===== config.mk =====
export PLATFORM = sky130hd
export DESIGN_NAME = ctw_device_flat
export DESIGN_NICKNAME = d
export VERILOG_FILES = /design/src/verilog/ctw_pkg.sv /design/src/verilog/ctw_link_if.sv /design/src/verilog/ctw_device.sv /design/src/verilog/ctw_timer.sv /design/src/flat_wrapper.sv
export VERILOG_INCLUDE_DIRS = /design/src /design/src/verilog
export SDC_FILE = /design/constraint.sdc
export NUM_CORES = 1
export LEC_CHECK = 0
export BUFFER_PORTS_ARGS = -buffer_cell sky130_fd_sc_hd__buf_2
export CAP_MARGIN = 0
export CORE_MARGIN = 10
export CORE_UTILIZATION = 48
export CTS_BUF_LIST = sky130_fd_sc_hd__clkbuf_8
export CTS_CLUSTER_DIAMETER = 30
export DETAILED_ROUTE_END_ITERATION = 10
export PLACE_DENSITY = 0.64
export SLEW_MARGIN = 20
export SYNTH_ARGS = -nofsm -noshare
export SYNTH_HDL_FRONTEND = slang
export SYNTH_SLANG_ARGS = --single-unit

===== constraint.sdc =====
create_clock -name sys_clk -period 3.3 [get_ports sys_clk]
set_input_delay 0.66 -clock sys_clk [delete_from_list [all_inputs] [get_ports sys_clk]]
set_output_delay 0.66 -clock sys_clk [all_outputs]
set_load 0.03 [all_outputs]

===== src/verilog/ctw_defs.svh =====
// Purpose: Shared offsets, codes, field positions and timing figures.
// Assumes: 25 MHz system clock.
// Notes:   Times are in ns; cycle counts come from ctw_pkg::cycUp.
`ifndef CTW_DEFS_SVH
`define CTW_DEFS_SVH

`define CTW_CLK_MHZ        25
`define CTW_CNT_W          20
// Transceiver mode codes
`define CTW_TRX_OFF        2'h0
`define CTW_TRX_WAKE       2'h1
`define CTW_TRX_RXONLY     2'h2
`define CTW_TRX_NORMAL     2'h3
`define CTW_TRX_RESET      2'h0
// Times in ns
`define CTW_WAKE_FILTER_NS 1000
`define CTW_TXD_TO_NS      1000000
`define CTW_BUS_TO_NS      1000000
`define CTW_ENABLE_NS      10000
`define CTW_RESTART_NS     4000
// Controller register byte offsets
`define CTW_REG_MODE       8'h00
`define CTW_REG_CHIP       8'h04
`define CTW_REG_CFG        8'h08
`define CTW_REG_STAT       8'h0C
`define CTW_REG_CLR        8'h10
// Field positions
`define CTW_CFG_BWWD       0
`define CTW_CFG_WDON       1
`define CTW_CLR_FLAGS      0
`define CTW_CLR_REFUSED    1
`define CTW_STAT_WAKE      5
`define CTW_STAT_FAIL      6
`define CTW_STAT_UV        7
`define CTW_STAT_RXD       8
`define CTW_STAT_INTN      9
`define CTW_STAT_REFUSED   10
`define CTW_STAT_WDON      11

`endif


===== src/verilog/ctw_pkg.sv =====
// Purpose: Types and shared arithmetic for the transceiver control pair.
// Assumes: ctw_defs.svh supplies the clock rate.
// Notes:   Nothing here is imported; users write ctw_pkg::name.
`include "ctw_defs.svh"
package ctw_pkg;
	typedef enum logic [2:0] {
		CHIP_NORMAL,
		CHIP_STOP,
		CHIP_SLEEP,
		CHIP_RESTART,
		CHIP_FAILSAFE
	} ctw_chip_t;

	typedef logic [1:0] ctw_trx_t;

	// Least times round up; never below one cycle
	function automatic int unsigned cycUp(input int unsigned ns);
		int unsigned c;
		c = (ns * `CTW_CLK_MHZ + 999) / 1000;
		return (c == 0) ? 1 : c;
	endfunction
endpackage


===== src/verilog/ctw_link_if.sv =====
// Purpose: Link between the transceiver controller and its host end.
// Assumes: Both ends run on sys_clk.
// Notes:   Strobes are one-cycle pulses; everything else is a level.
`timescale 1ns/1ns
interface ctw_link_if;
	logic                busTransmitIn;
	logic                busReceiveOut;
	logic                intN;
	logic                modeWr;
	ctw_pkg::ctw_trx_t   modeData;
	logic                chipWr;
	ctw_pkg::ctw_chip_t  chipData;
	logic                watchdogOnBusWakeEnable;
	logic                wdWr;
	logic                wdData;
	logic                clrWr;
	ctw_pkg::ctw_trx_t   trxMode;
	ctw_pkg::ctw_chip_t  chipMode;
	logic                busWakeFlag;
	logic                trxFailFlag;
	logic                transceiverSupplyLowFlag;
	logic                watchdogOn;

	modport device (
		input  busTransmitIn,
		output busReceiveOut,
		output intN,
		input  modeWr,
		input  modeData,
		input  chipWr,
		input  chipData,
		input  watchdogOnBusWakeEnable,
		input  wdWr,
		input  wdData,
		input  clrWr,
		output trxMode,
		output chipMode,
		output busWakeFlag,
		output trxFailFlag,
		output transceiverSupplyLowFlag,
		output watchdogOn
	);

	modport host (
		output busTransmitIn,
		input  busReceiveOut,
		input  intN,
		output modeWr,
		output modeData,
		output chipWr,
		output chipData,
		output watchdogOnBusWakeEnable,
		output wdWr,
		output wdData,
		output clrWr,
		input  trxMode,
		input  chipMode,
		input  busWakeFlag,
		input  trxFailFlag,
		input  transceiverSupplyLowFlag,
		input  watchdogOn
	);
endinterface


===== src/verilog/ctw_device.sv =====
// Purpose: Transceiver mode, wake and fault control of the chip.
// Assumes: Bus level and supply monitor arrive from outside the clock.
// Notes:   Configured mode never changes on faults; only the driver does.
//
// Our own choices: the AHB-Lite register port and the address map.
`timescale 1ns/1ns
`include "ctw_defs.svh"
// Summary of operation
// - Mode stays wake capable, receive held low
// - Re-arm after leaving wake mode
// - Stop or fail-safe entry re-arms wake
// - Host picks wake or off before sleep
// - Re-arm ignores bus wake flag
// - Stop/normal wake: interrupt, flag, receive low
// - Only the host or a fail-safe request leaves stop mode
// - Stop wake enables watchdog if configured
// - Sleep wake goes restart then normal
// - Sleep wake raises no interrupt
// - Fail-safe/restart wake lands in restart
// - Host reads wake source after low receive
// - Transmit dominant timeout drops the driver
// - Driver returns once transmit goes recessive
// - Bus dominant timeout sets fail flag
// - Supply low flagged, driver off, when monitored
// - Supply recovery restores driver automatically
// - Host powers supply before normal mode
// - Receive low until mode changes
// - Off mode ignores bus wake
// - Only dominant after enabling time is sent
module ctw_device #(
	parameter int unsigned TXD_TO_CYC = ctw_pkg::cycUp(`CTW_TXD_TO_NS),
	parameter int unsigned BUS_TO_CYC = ctw_pkg::cycUp(`CTW_BUS_TO_NS)
) (
	input  wire logic     sys_clk,
	input  wire logic     arst_n,
	ctw_link_if.device    link,
	input  wire logic     busDominantPin,
	input  wire logic     supplyLowPin,
	input  wire logic     failSafeReq,
	output logic          busDriveDominant
);
	localparam int unsigned WAKE_CYC = ctw_pkg::cycUp(`CTW_WAKE_FILTER_NS);
	localparam int unsigned EN_CYC = ctw_pkg::cycUp(`CTW_ENABLE_NS);
	localparam int unsigned RST_CYC = ctw_pkg::cycUp(`CTW_RESTART_NS);

	logic [2:0]          busSync_reg;
	logic [2:0]          busSync_next;
	logic [2:0]          supSync_reg;
	logic [2:0]          supSync_next;
	logic                busDom_reg;
	logic                busDom_next;
	logic                supLow_reg;
	logic                supLow_next;
	ctw_pkg::ctw_trx_t   trx_reg;
	ctw_pkg::ctw_trx_t   trx_next;
	ctw_pkg::ctw_chip_t  chip_reg;
	ctw_pkg::ctw_chip_t  chip_next;
	logic                armed_reg;
	logic                armed_next;
	logic                woken_reg;
	logic                woken_next;
	logic                intPend_reg;
	logic                intPend_next;
	logic                wakeFlag_reg;
	logic                wakeFlag_next;
	logic                failFlag_reg;
	logic                failFlag_next;
	logic                uvFlag_reg;
	logic                uvFlag_next;
	logic                txFault_reg;
	logic                txFault_next;
	logic                needRec_reg;
	logic                needRec_next;
	logic                wdOn_reg;
	logic                wdOn_next;
	logic                rxd_reg;
	logic                rxd_next;
	logic                drive_reg;
	logic                drive_next;
	logic                wakeExpD_reg;
	logic                wakeExpD_next;

	logic wakeExp;
	logic txExp;
	logic busExp;
	logic enExp;
	logic rstExp;
	logic txdDom;
	logic active;
	logic chipRun;
	logic wakeEv;
	logic uvNow;
	logic modeChange;

	// Dominant-low transmit input from the host is on our own clock
	assign txdDom = ~link.busTransmitIn;
	assign active = (trx_reg == `CTW_TRX_NORMAL) ||
	                (trx_reg == `CTW_TRX_RXONLY);
	assign chipRun = (chip_reg == ctw_pkg::CHIP_NORMAL) ||
	                 (chip_reg == ctw_pkg::CHIP_STOP);
	assign modeChange = link.modeWr && (link.modeData != trx_reg);
	// Only an armed wake capable transceiver listens; off mode never does
	assign wakeEv = wakeExp && !wakeExpD_reg &&
	                (trx_reg == `CTW_TRX_WAKE) && armed_reg;
	assign uvNow = supLow_reg && active && chipRun;

	ctw_timer #(.LIMIT(WAKE_CYC)) wakeTimer (
		.sys_clk (sys_clk),
		.arst_n  (arst_n),
		.run     (busDom_reg && (trx_reg == `CTW_TRX_WAKE) && armed_reg),
		.expired (wakeExp)
	);

	ctw_timer #(.LIMIT(TXD_TO_CYC)) txdTimer (
		.sys_clk (sys_clk),
		.arst_n  (arst_n),
		.run     (txdDom && (trx_reg == `CTW_TRX_NORMAL)),
		.expired (txExp)
	);

	ctw_timer #(.LIMIT(BUS_TO_CYC)) busTimer (
		.sys_clk (sys_clk),
		.arst_n  (arst_n),
		.run     (busDom_reg && active),
		.expired (busExp)
	);

	ctw_timer #(.LIMIT(EN_CYC)) enTimer (
		.sys_clk (sys_clk),
		.arst_n  (arst_n),
		.run     (trx_reg == `CTW_TRX_NORMAL),
		.expired (enExp)
	);

	ctw_timer #(.LIMIT(RST_CYC)) rstTimer (
		.sys_clk (sys_clk),
		.arst_n  (arst_n),
		.run     (chip_reg == ctw_pkg::CHIP_RESTART),
		.expired (rstExp)
	);

	always_comb begin
		// Pin inputs: a change counts once stages two and three agree
		busSync_next = {busSync_reg[1:0], busDominantPin};
		supSync_next = {supSync_reg[1:0], supplyLowPin};
		busDom_next = (busSync_reg[2] == busSync_reg[1]) ?
		              busSync_reg[2] : busDom_reg;
		supLow_next = (supSync_reg[2] == supSync_reg[1]) ?
		              supSync_reg[2] : supLow_reg;
		wakeExpD_next = wakeExp;

		// Faults never touch trx_reg, so the configured mode survives
		trx_next = link.modeWr ? link.modeData : trx_reg;

		chip_next = chip_reg;
		if (failSafeReq) begin
			chip_next = ctw_pkg::CHIP_FAILSAFE;
		end else if (wakeEv && !chipRun) begin
			chip_next = ctw_pkg::CHIP_RESTART;
		end else if (link.chipWr) begin
			chip_next = link.chipData;
		end else if (chip_reg == ctw_pkg::CHIP_RESTART && rstExp) begin
			chip_next = ctw_pkg::CHIP_NORMAL;
		end

		// Independent of the wake flag: the mode toggle alone re-arms
		armed_next = armed_reg;
		if (wakeEv) begin
			armed_next = 1'b0;
		end
		if (trx_reg != `CTW_TRX_WAKE) begin
			armed_next = 1'b1;
		end
		if (chip_next != chip_reg && (chip_next == ctw_pkg::CHIP_STOP ||
		    chip_next == ctw_pkg::CHIP_FAILSAFE)) begin
			armed_next = 1'b1;
		end

		// Receive held low from the wake until the mode changes
		woken_next = wakeEv ? 1'b1 :
		             (modeChange ? 1'b0 : woken_reg);

		// Interrupt only while the chip runs; sleep exit stays quiet
		intPend_next = (wakeEv && chipRun) ? 1'b1 :
		               (link.clrWr ? 1'b0 : intPend_reg);
		wakeFlag_next = wakeEv ? 1'b1 :
		                (link.clrWr ? 1'b0 : wakeFlag_reg);
		failFlag_next = (txExp || busExp) ? 1'b1 :
		                (link.clrWr ? 1'b0 : failFlag_reg);
		uvFlag_next = uvNow ? 1'b1 :
		              (link.clrWr ? 1'b0 : uvFlag_reg);

		wdOn_next = link.wdWr ? link.wdData : wdOn_reg;
		if (wakeEv && chip_reg == ctw_pkg::CHIP_STOP &&
		    link.watchdogOnBusWakeEnable) begin
			wdOn_next = 1'b1;
		end

		// Time-out holds until transmit returns recessive
		txFault_next = txExp ? 1'b1 :
		               (!txdDom ? 1'b0 : txFault_reg);

		// After enabling, wait for a recessive bit before driving
		needRec_next = needRec_reg;
		if (trx_next == `CTW_TRX_NORMAL && trx_reg != `CTW_TRX_NORMAL) begin
			needRec_next = 1'b1;
		end else if (enExp && !txdDom) begin
			needRec_next = 1'b0;
		end

		// Supply recovery clears uvNow and the driver comes back
		drive_next = (trx_reg == `CTW_TRX_NORMAL) && chipRun && enExp &&
		             !needRec_reg && !txFault_reg && !txExp &&
		             !uvNow && txdDom;

		if (woken_next) begin
			rxd_next = 1'b0;
		end else if (active) begin
			rxd_next = ~busDom_reg;
		end else begin
			rxd_next = 1'b1;
		end
	end

	always_ff @(posedge sys_clk or negedge arst_n) begin
		if (!arst_n) begin
			busSync_reg <= 3'h0;
			supSync_reg <= 3'h0;
			busDom_reg <= 1'b0;
			supLow_reg <= 1'b0;
			trx_reg <= `CTW_TRX_RESET;
			chip_reg <= ctw_pkg::CHIP_NORMAL;
			armed_reg <= 1'b1;
			woken_reg <= 1'b0;
			intPend_reg <= 1'b0;
			wakeFlag_reg <= 1'b0;
			failFlag_reg <= 1'b0;
			uvFlag_reg <= 1'b0;
			txFault_reg <= 1'b0;
			needRec_reg <= 1'b0;
			wdOn_reg <= 1'b0;
			rxd_reg <= 1'b1;
			drive_reg <= 1'b0;
			wakeExpD_reg <= 1'b0;
		end else begin
			busSync_reg <= busSync_next;
			supSync_reg <= supSync_next;
			busDom_reg <= busDom_next;
			supLow_reg <= supLow_next;
			trx_reg <= trx_next;
			chip_reg <= chip_next;
			armed_reg <= armed_next;
			woken_reg <= woken_next;
			intPend_reg <= intPend_next;
			wakeFlag_reg <= wakeFlag_next;
			failFlag_reg <= failFlag_next;
			uvFlag_reg <= uvFlag_next;
			txFault_reg <= txFault_next;
			needRec_reg <= needRec_next;
			wdOn_reg <= wdOn_next;
			rxd_reg <= rxd_next;
			drive_reg <= drive_next;
			wakeExpD_reg <= wakeExpD_next;
		end
	end

	assign link.busReceiveOut = rxd_reg;
	assign link.intN = ~intPend_reg;
	assign link.trxMode = trx_reg;
	assign link.chipMode = chip_reg;
	assign link.busWakeFlag = wakeFlag_reg;
	assign link.trxFailFlag = failFlag_reg;
	assign link.transceiverSupplyLowFlag = uvFlag_reg;
	assign link.watchdogOn = wdOn_reg;
	assign busDriveDominant = drive_reg;
endmodule


===== src/verilog/ctw_timer.sv =====
// Purpose: Duration counter; flags a condition held longer than LIMIT.
// Assumes: run is synchronous to sys_clk.
// Notes:   Restarts from zero whenever run drops.
`timescale 1ns/1ns
`include "ctw_defs.svh"
module ctw_timer #(
	parameter int unsigned LIMIT = 1
) (
	input  wire logic sys_clk,
	input  wire logic arst_n,
	input  wire logic run,
	output logic      expired
);
	localparam logic [`CTW_CNT_W-1:0] LIM = `CTW_CNT_W'(LIMIT);

	logic [`CTW_CNT_W-1:0] cnt_reg;
	logic [`CTW_CNT_W-1:0] cnt_next;
	logic                  exp_reg;
	logic                  exp_next;

	always_comb begin
		cnt_next = '0;
		exp_next = 1'b0;
		if (run) begin
			// Saturate so a long condition keeps the flag up
			cnt_next = (cnt_reg == LIM) ? cnt_reg : cnt_reg + 1'b1;
			exp_next = (cnt_reg == LIM);
		end
	end

	always_ff @(posedge sys_clk or negedge arst_n) begin
		if (!arst_n) begin
			cnt_reg <= '0;
			exp_reg <= 1'b0;
		end else begin
			cnt_reg <= cnt_next;
			exp_reg <= exp_next;
		end
	end

	assign expired = exp_reg;
endmodule

===== src/flat_wrapper.sv =====
// flat-port wrapper written by rule: the top's interface ports become plain ports
module ctw_device_flat 
#(
	parameter int unsigned TXD_TO_CYC = ctw_pkg::cycUp(`CTW_TXD_TO_NS),
	parameter int unsigned BUS_TO_CYC = ctw_pkg::cycUp(`CTW_BUS_TO_NS)
)
  (sys_clk, arst_n, busDominantPin, supplyLowPin, failSafeReq, busDriveDominant, link_busTransmitIn, link_busReceiveOut, link_intN, link_modeWr, link_modeData, link_chipWr, link_chipData, link_watchdogOnBusWakeEnable, link_wdWr, link_wdData, link_clrWr, link_trxMode, link_chipMode, link_busWakeFlag, link_trxFailFlag, link_transceiverSupplyLowFlag, link_watchdogOn);
  ctw_link_if link_i ();
  input  wire logic sys_clk;
  input  wire logic arst_n;
  input  wire logic busDominantPin;
  input  wire logic supplyLowPin;
  input  wire logic failSafeReq;
  output logic busDriveDominant;
  input wire logic [$bits(link_i.busTransmitIn)-1:0] link_busTransmitIn;
  output wire logic [$bits(link_i.busReceiveOut)-1:0] link_busReceiveOut;
  output wire logic [$bits(link_i.intN)-1:0] link_intN;
  input wire logic [$bits(link_i.modeWr)-1:0] link_modeWr;
  input wire logic [$bits(link_i.modeData)-1:0] link_modeData;
  input wire logic [$bits(link_i.chipWr)-1:0] link_chipWr;
  input wire logic [$bits(link_i.chipData)-1:0] link_chipData;
  input wire logic [$bits(link_i.watchdogOnBusWakeEnable)-1:0] link_watchdogOnBusWakeEnable;
  input wire logic [$bits(link_i.wdWr)-1:0] link_wdWr;
  input wire logic [$bits(link_i.wdData)-1:0] link_wdData;
  input wire logic [$bits(link_i.clrWr)-1:0] link_clrWr;
  output wire logic [$bits(link_i.trxMode)-1:0] link_trxMode;
  output wire logic [$bits(link_i.chipMode)-1:0] link_chipMode;
  output wire logic [$bits(link_i.busWakeFlag)-1:0] link_busWakeFlag;
  output wire logic [$bits(link_i.trxFailFlag)-1:0] link_trxFailFlag;
  output wire logic [$bits(link_i.transceiverSupplyLowFlag)-1:0] link_transceiverSupplyLowFlag;
  output wire logic [$bits(link_i.watchdogOn)-1:0] link_watchdogOn;
  assign link_i.busTransmitIn = link_busTransmitIn;
  assign link_busReceiveOut = link_i.busReceiveOut;
  assign link_intN = link_i.intN;
  assign link_i.modeWr = link_modeWr;
  assign link_i.modeData = link_modeData;
  assign link_i.chipWr = link_chipWr;
  assign link_i.chipData = link_chipData;
  assign link_i.watchdogOnBusWakeEnable = link_watchdogOnBusWakeEnable;
  assign link_i.wdWr = link_wdWr;
  assign link_i.wdData = link_wdData;
  assign link_i.clrWr = link_clrWr;
  assign link_trxMode = link_i.trxMode;
  assign link_chipMode = link_i.chipMode;
  assign link_busWakeFlag = link_i.busWakeFlag;
  assign link_trxFailFlag = link_i.trxFailFlag;
  assign link_transceiverSupplyLowFlag = link_i.transceiverSupplyLowFlag;
  assign link_watchdogOn = link_i.watchdogOn;
  ctw_device #(.TXD_TO_CYC(TXD_TO_CYC), .BUS_TO_CYC(BUS_TO_CYC)) u_core (.sys_clk(sys_clk), .arst_n(arst_n), .link(link_i), .busDominantPin(busDominantPin), .supplyLowPin(supplyLowPin), .failSafeReq(failSafeReq), .busDriveDominant(busDriveDominant));
endmodule

==> results.cfg <==
[run_status]
status = complete, no violations

[floorplanning]
start_util_pct = 49.2
die_h_um = 137
num_io_pins = 29
core_mm2 = 0.0133
die_w_um = 137
rows = 42
die-area_mm2 = 0.0188

[synth]
synth_edf_count = 0
yosys.area.top_type = dfrtp_1
synth_top_cell_area_share_pct = 48.8
synth_cell_types = 54
yosysSeqAreaShare_pct = 49.6
netlist_top_cells_area = dfrtp_1 (49%), xor2_1 (4.0%), nand3_1 (3.5%)
ys_warn_count = 0
synth-simple-area-share_pct = 27.7
ys_async_sr_fraction_pct = 100
muxShareOfSynthArea_pct = 0.971
synth-compound-area-share_pct = 10.1
synth_seq_cells = 130
synth_fa_ha_area_share_pct = 2.21
synth_cells = 687
synth_area_per_cell_um2 = 9.56
syn_area_mm2 = 0.00657
synth_top_family_by_area = simple AND/OR/NAND/NOR gates
syn-num-nets = 714
synth_xor_area_share_pct = 6.67
synthFlopType = dfrtp_1

[setup_path]
cp-end-kind = flop
crit_required_ns = 3.68
rrSetupSlack_ns = 1.17
r2r-end = u_core.txdTimer.cnt_reg[17]$_DFFE_PN0N_
crit_fanout = 21
reg2regPathDepth = 3
reg2reg_from = u_core.link.trxMode[1]$_DFF_PN0_
cp.arrival_ns = 2.51
worstSetupStartpointType = flop
path_class = reg2reg

[sta]
max_freq_mhz = 470
setup_viol = 0
drv_slew = 0
max_slew_margin_pct = 46.3
final.period_utilization_pct = 64.5
worst_clock_skew_ns = 0.00928
finalHoldViolCount = 0
rsz0062_at_grt = false
tightest_slew_ns = 0.803
finalCriticalPeriod_ns = 2.13
setup_tns_ns = 0

[cells_and_area]
final_util_pct = 54.3
drive_gt1_share_pct = 10.1
seq_area_mm2 = 0.00326
stdcell_count = 902
final_common_cell = dfrtp_1
layout_common_cells = dfrtp_1 (128), nor2_1 (61), nand2_1 (49)
multiInputGateArea_mm2 = 0.00313
area_growth_pct = 10.4
antenna_cells = 0
fillerInstances = 1183
final_nets = 740

[placed_design]
place.gp.congestion = 0.847
detailed_place_hpwl_um = 9560
place_inst = 870
io_buffers = 28

[drt]
dr_total_vias = 5235
ant_nets = 0
routed_via_density = 5.80
finalWirelength_um = 13900
drc_errors = 0
drtIter0Drc = 350
wl_per_cell_um = 15.4
first_pass_iters = 7

[clock_network]
cts.clk_slew.worst_paths_ns = 0.07
numCtsBuffers = 17
post-cts-setup-buffer-count = 0
hold_buffers = 0
clock_sinks = 130
ctsResizeCount = 0
cts_tree = built
cts.path.max_buffers = 2
worstSkewPairLatency_ns = 0.44
cts_htree_levels = 4
cts_root_buf = clkbuf_8

[power]
worst_ir_drop_vdd_mv = 0.265
leakage_uw = 0.00294
p_per_area_mw_per_mm2 = 426

[grt]
grt_overflow = 0
grt_pass1_vias = 5033
grtUsageTotal_pct = 15.4
grt_first_pass_wirelength_um = 23700
antenna_found_initial = 0
grt_max_degree = 77

[flow_run]
cap_violations = 0

[hold_path]
hold_path_class = in2async
## final cells by class
| cell class | count | share of cell area, % |
|---|---|---|
| well taps | 176 | 3.04 |
| flip-flops and latches | 130 | 44.9 |
| multi-input cells | 509 | 43.1 |
| clock buffers | 22 | 4.17 |
| repair buffers | 29 | 2.29 |
| inverters | 26 | 1.35 |
| clock inverters | 10 | 1.14 |
## synthesized netlist by cell type, drive strengths merged (3+ instances only)
library cell  number
and2               4
o31ai              8
nor2              61
nand3             47
nor3              25
dfrtp            128
nand2             49
o211ai             4
or4               21
and4              12
nor4              17
clkbuf            20
and3              13
nor2b              6
nor3b              3
mux2i              3
inv               26
xnor2             20
mux2               3
nand2b             5
nand4             26
ha                10
a31oi              3
a41o               3
or3               23
nor4b              5
o21ai             34
or2                3
a21oi             42
xor2              30
o21a               4
nor4bb             4
## worst max-delay path by stage
stage,startpoint,to,cells past startpoint
3_3_place_gp,link_busTransmitIn,u_core.txdTimer.cnt_reg[18]$_DFFE_PN0N_,5
2_1_floorplan,u_core.enTimer.cnt_reg[0]$_DFFE_PN0N_,u_core.enTimer.cnt_reg[18]$_DFFE_PN0N_,6
6_report,u_core.link.trxMode[1]$_DFF_PN0_,u_core.txdTimer.cnt_reg[17]$_DFFE_PN0N_,3
4_1_cts,u_core.link.trxMode[1]$_DFF_PN0_,u_core.txdTimer.cnt_reg[17]$_DFFE_PN0N_,3
5_1_grt,u_core.link.trxMode[1]$_DFF_PN0_,u_core.txdTimer.cnt_reg[18]$_DFFE_PN0N_,3
3_5_place_dp,link_busTransmitIn,u_core.txdTimer.cnt_reg[17]$_DFFE_PN0N_,5
## report_power, final
part | switching [uW] | internal (uW) | leakage, uW | total [uW]
logic | 113 | 46.1 | 0.000965 | 159
clock network | 607 | 687 | 0.000202 | 1290
registers | 26.0 | 1610 | 0.00177 | 1640
total | 746 | 2350 | 0.00294 | 3090
## cells by family after synthesis
group,Yosys count
AOI/OAI and AO/OA,112
xor gates and xnor gates,50
adders and majority gates,12
buffers and inverters,48
DFF,130
muxes,6
and+or+nand+nor,329
## critical path: stages, from the launching register on
cell and delay [ns]:
dfrtp_1 0.60, nand3_1 0.67, or4_1 0.71, nand2_1 0.08
## stage by stage
| stage | power (uW) | instance area, um^2 | setup slack [ns] | hold slack, ns |
|---|---|---|---|---|
| global placement | 1830 | 6870 | 1.12 | 0.333 |
| finish | 3090 | 7250 | 1.17 | 0.245 |
| CTS | 3140 | 7250 | 1.18 | 0.252 |
| detailed placement | 1830 | 6870 | 1.04 | 0.335 |
| global route | 3230 | 7250 | 0.952 | 0.284 |
| floorplan | 1750 | 6570 | 1.39 | 0.331 |
## per-layer routing
layer	share of wire, %	global-route usage [%]	vias up
met5	0	0	-
met4	1.5	5.91	0
met3	4.3	3.74	16
met2	46	23.2	82
met1	48	21.0	2586
li1	-	-	2551
Note: power is estimated with default switching activity, not from simulation.
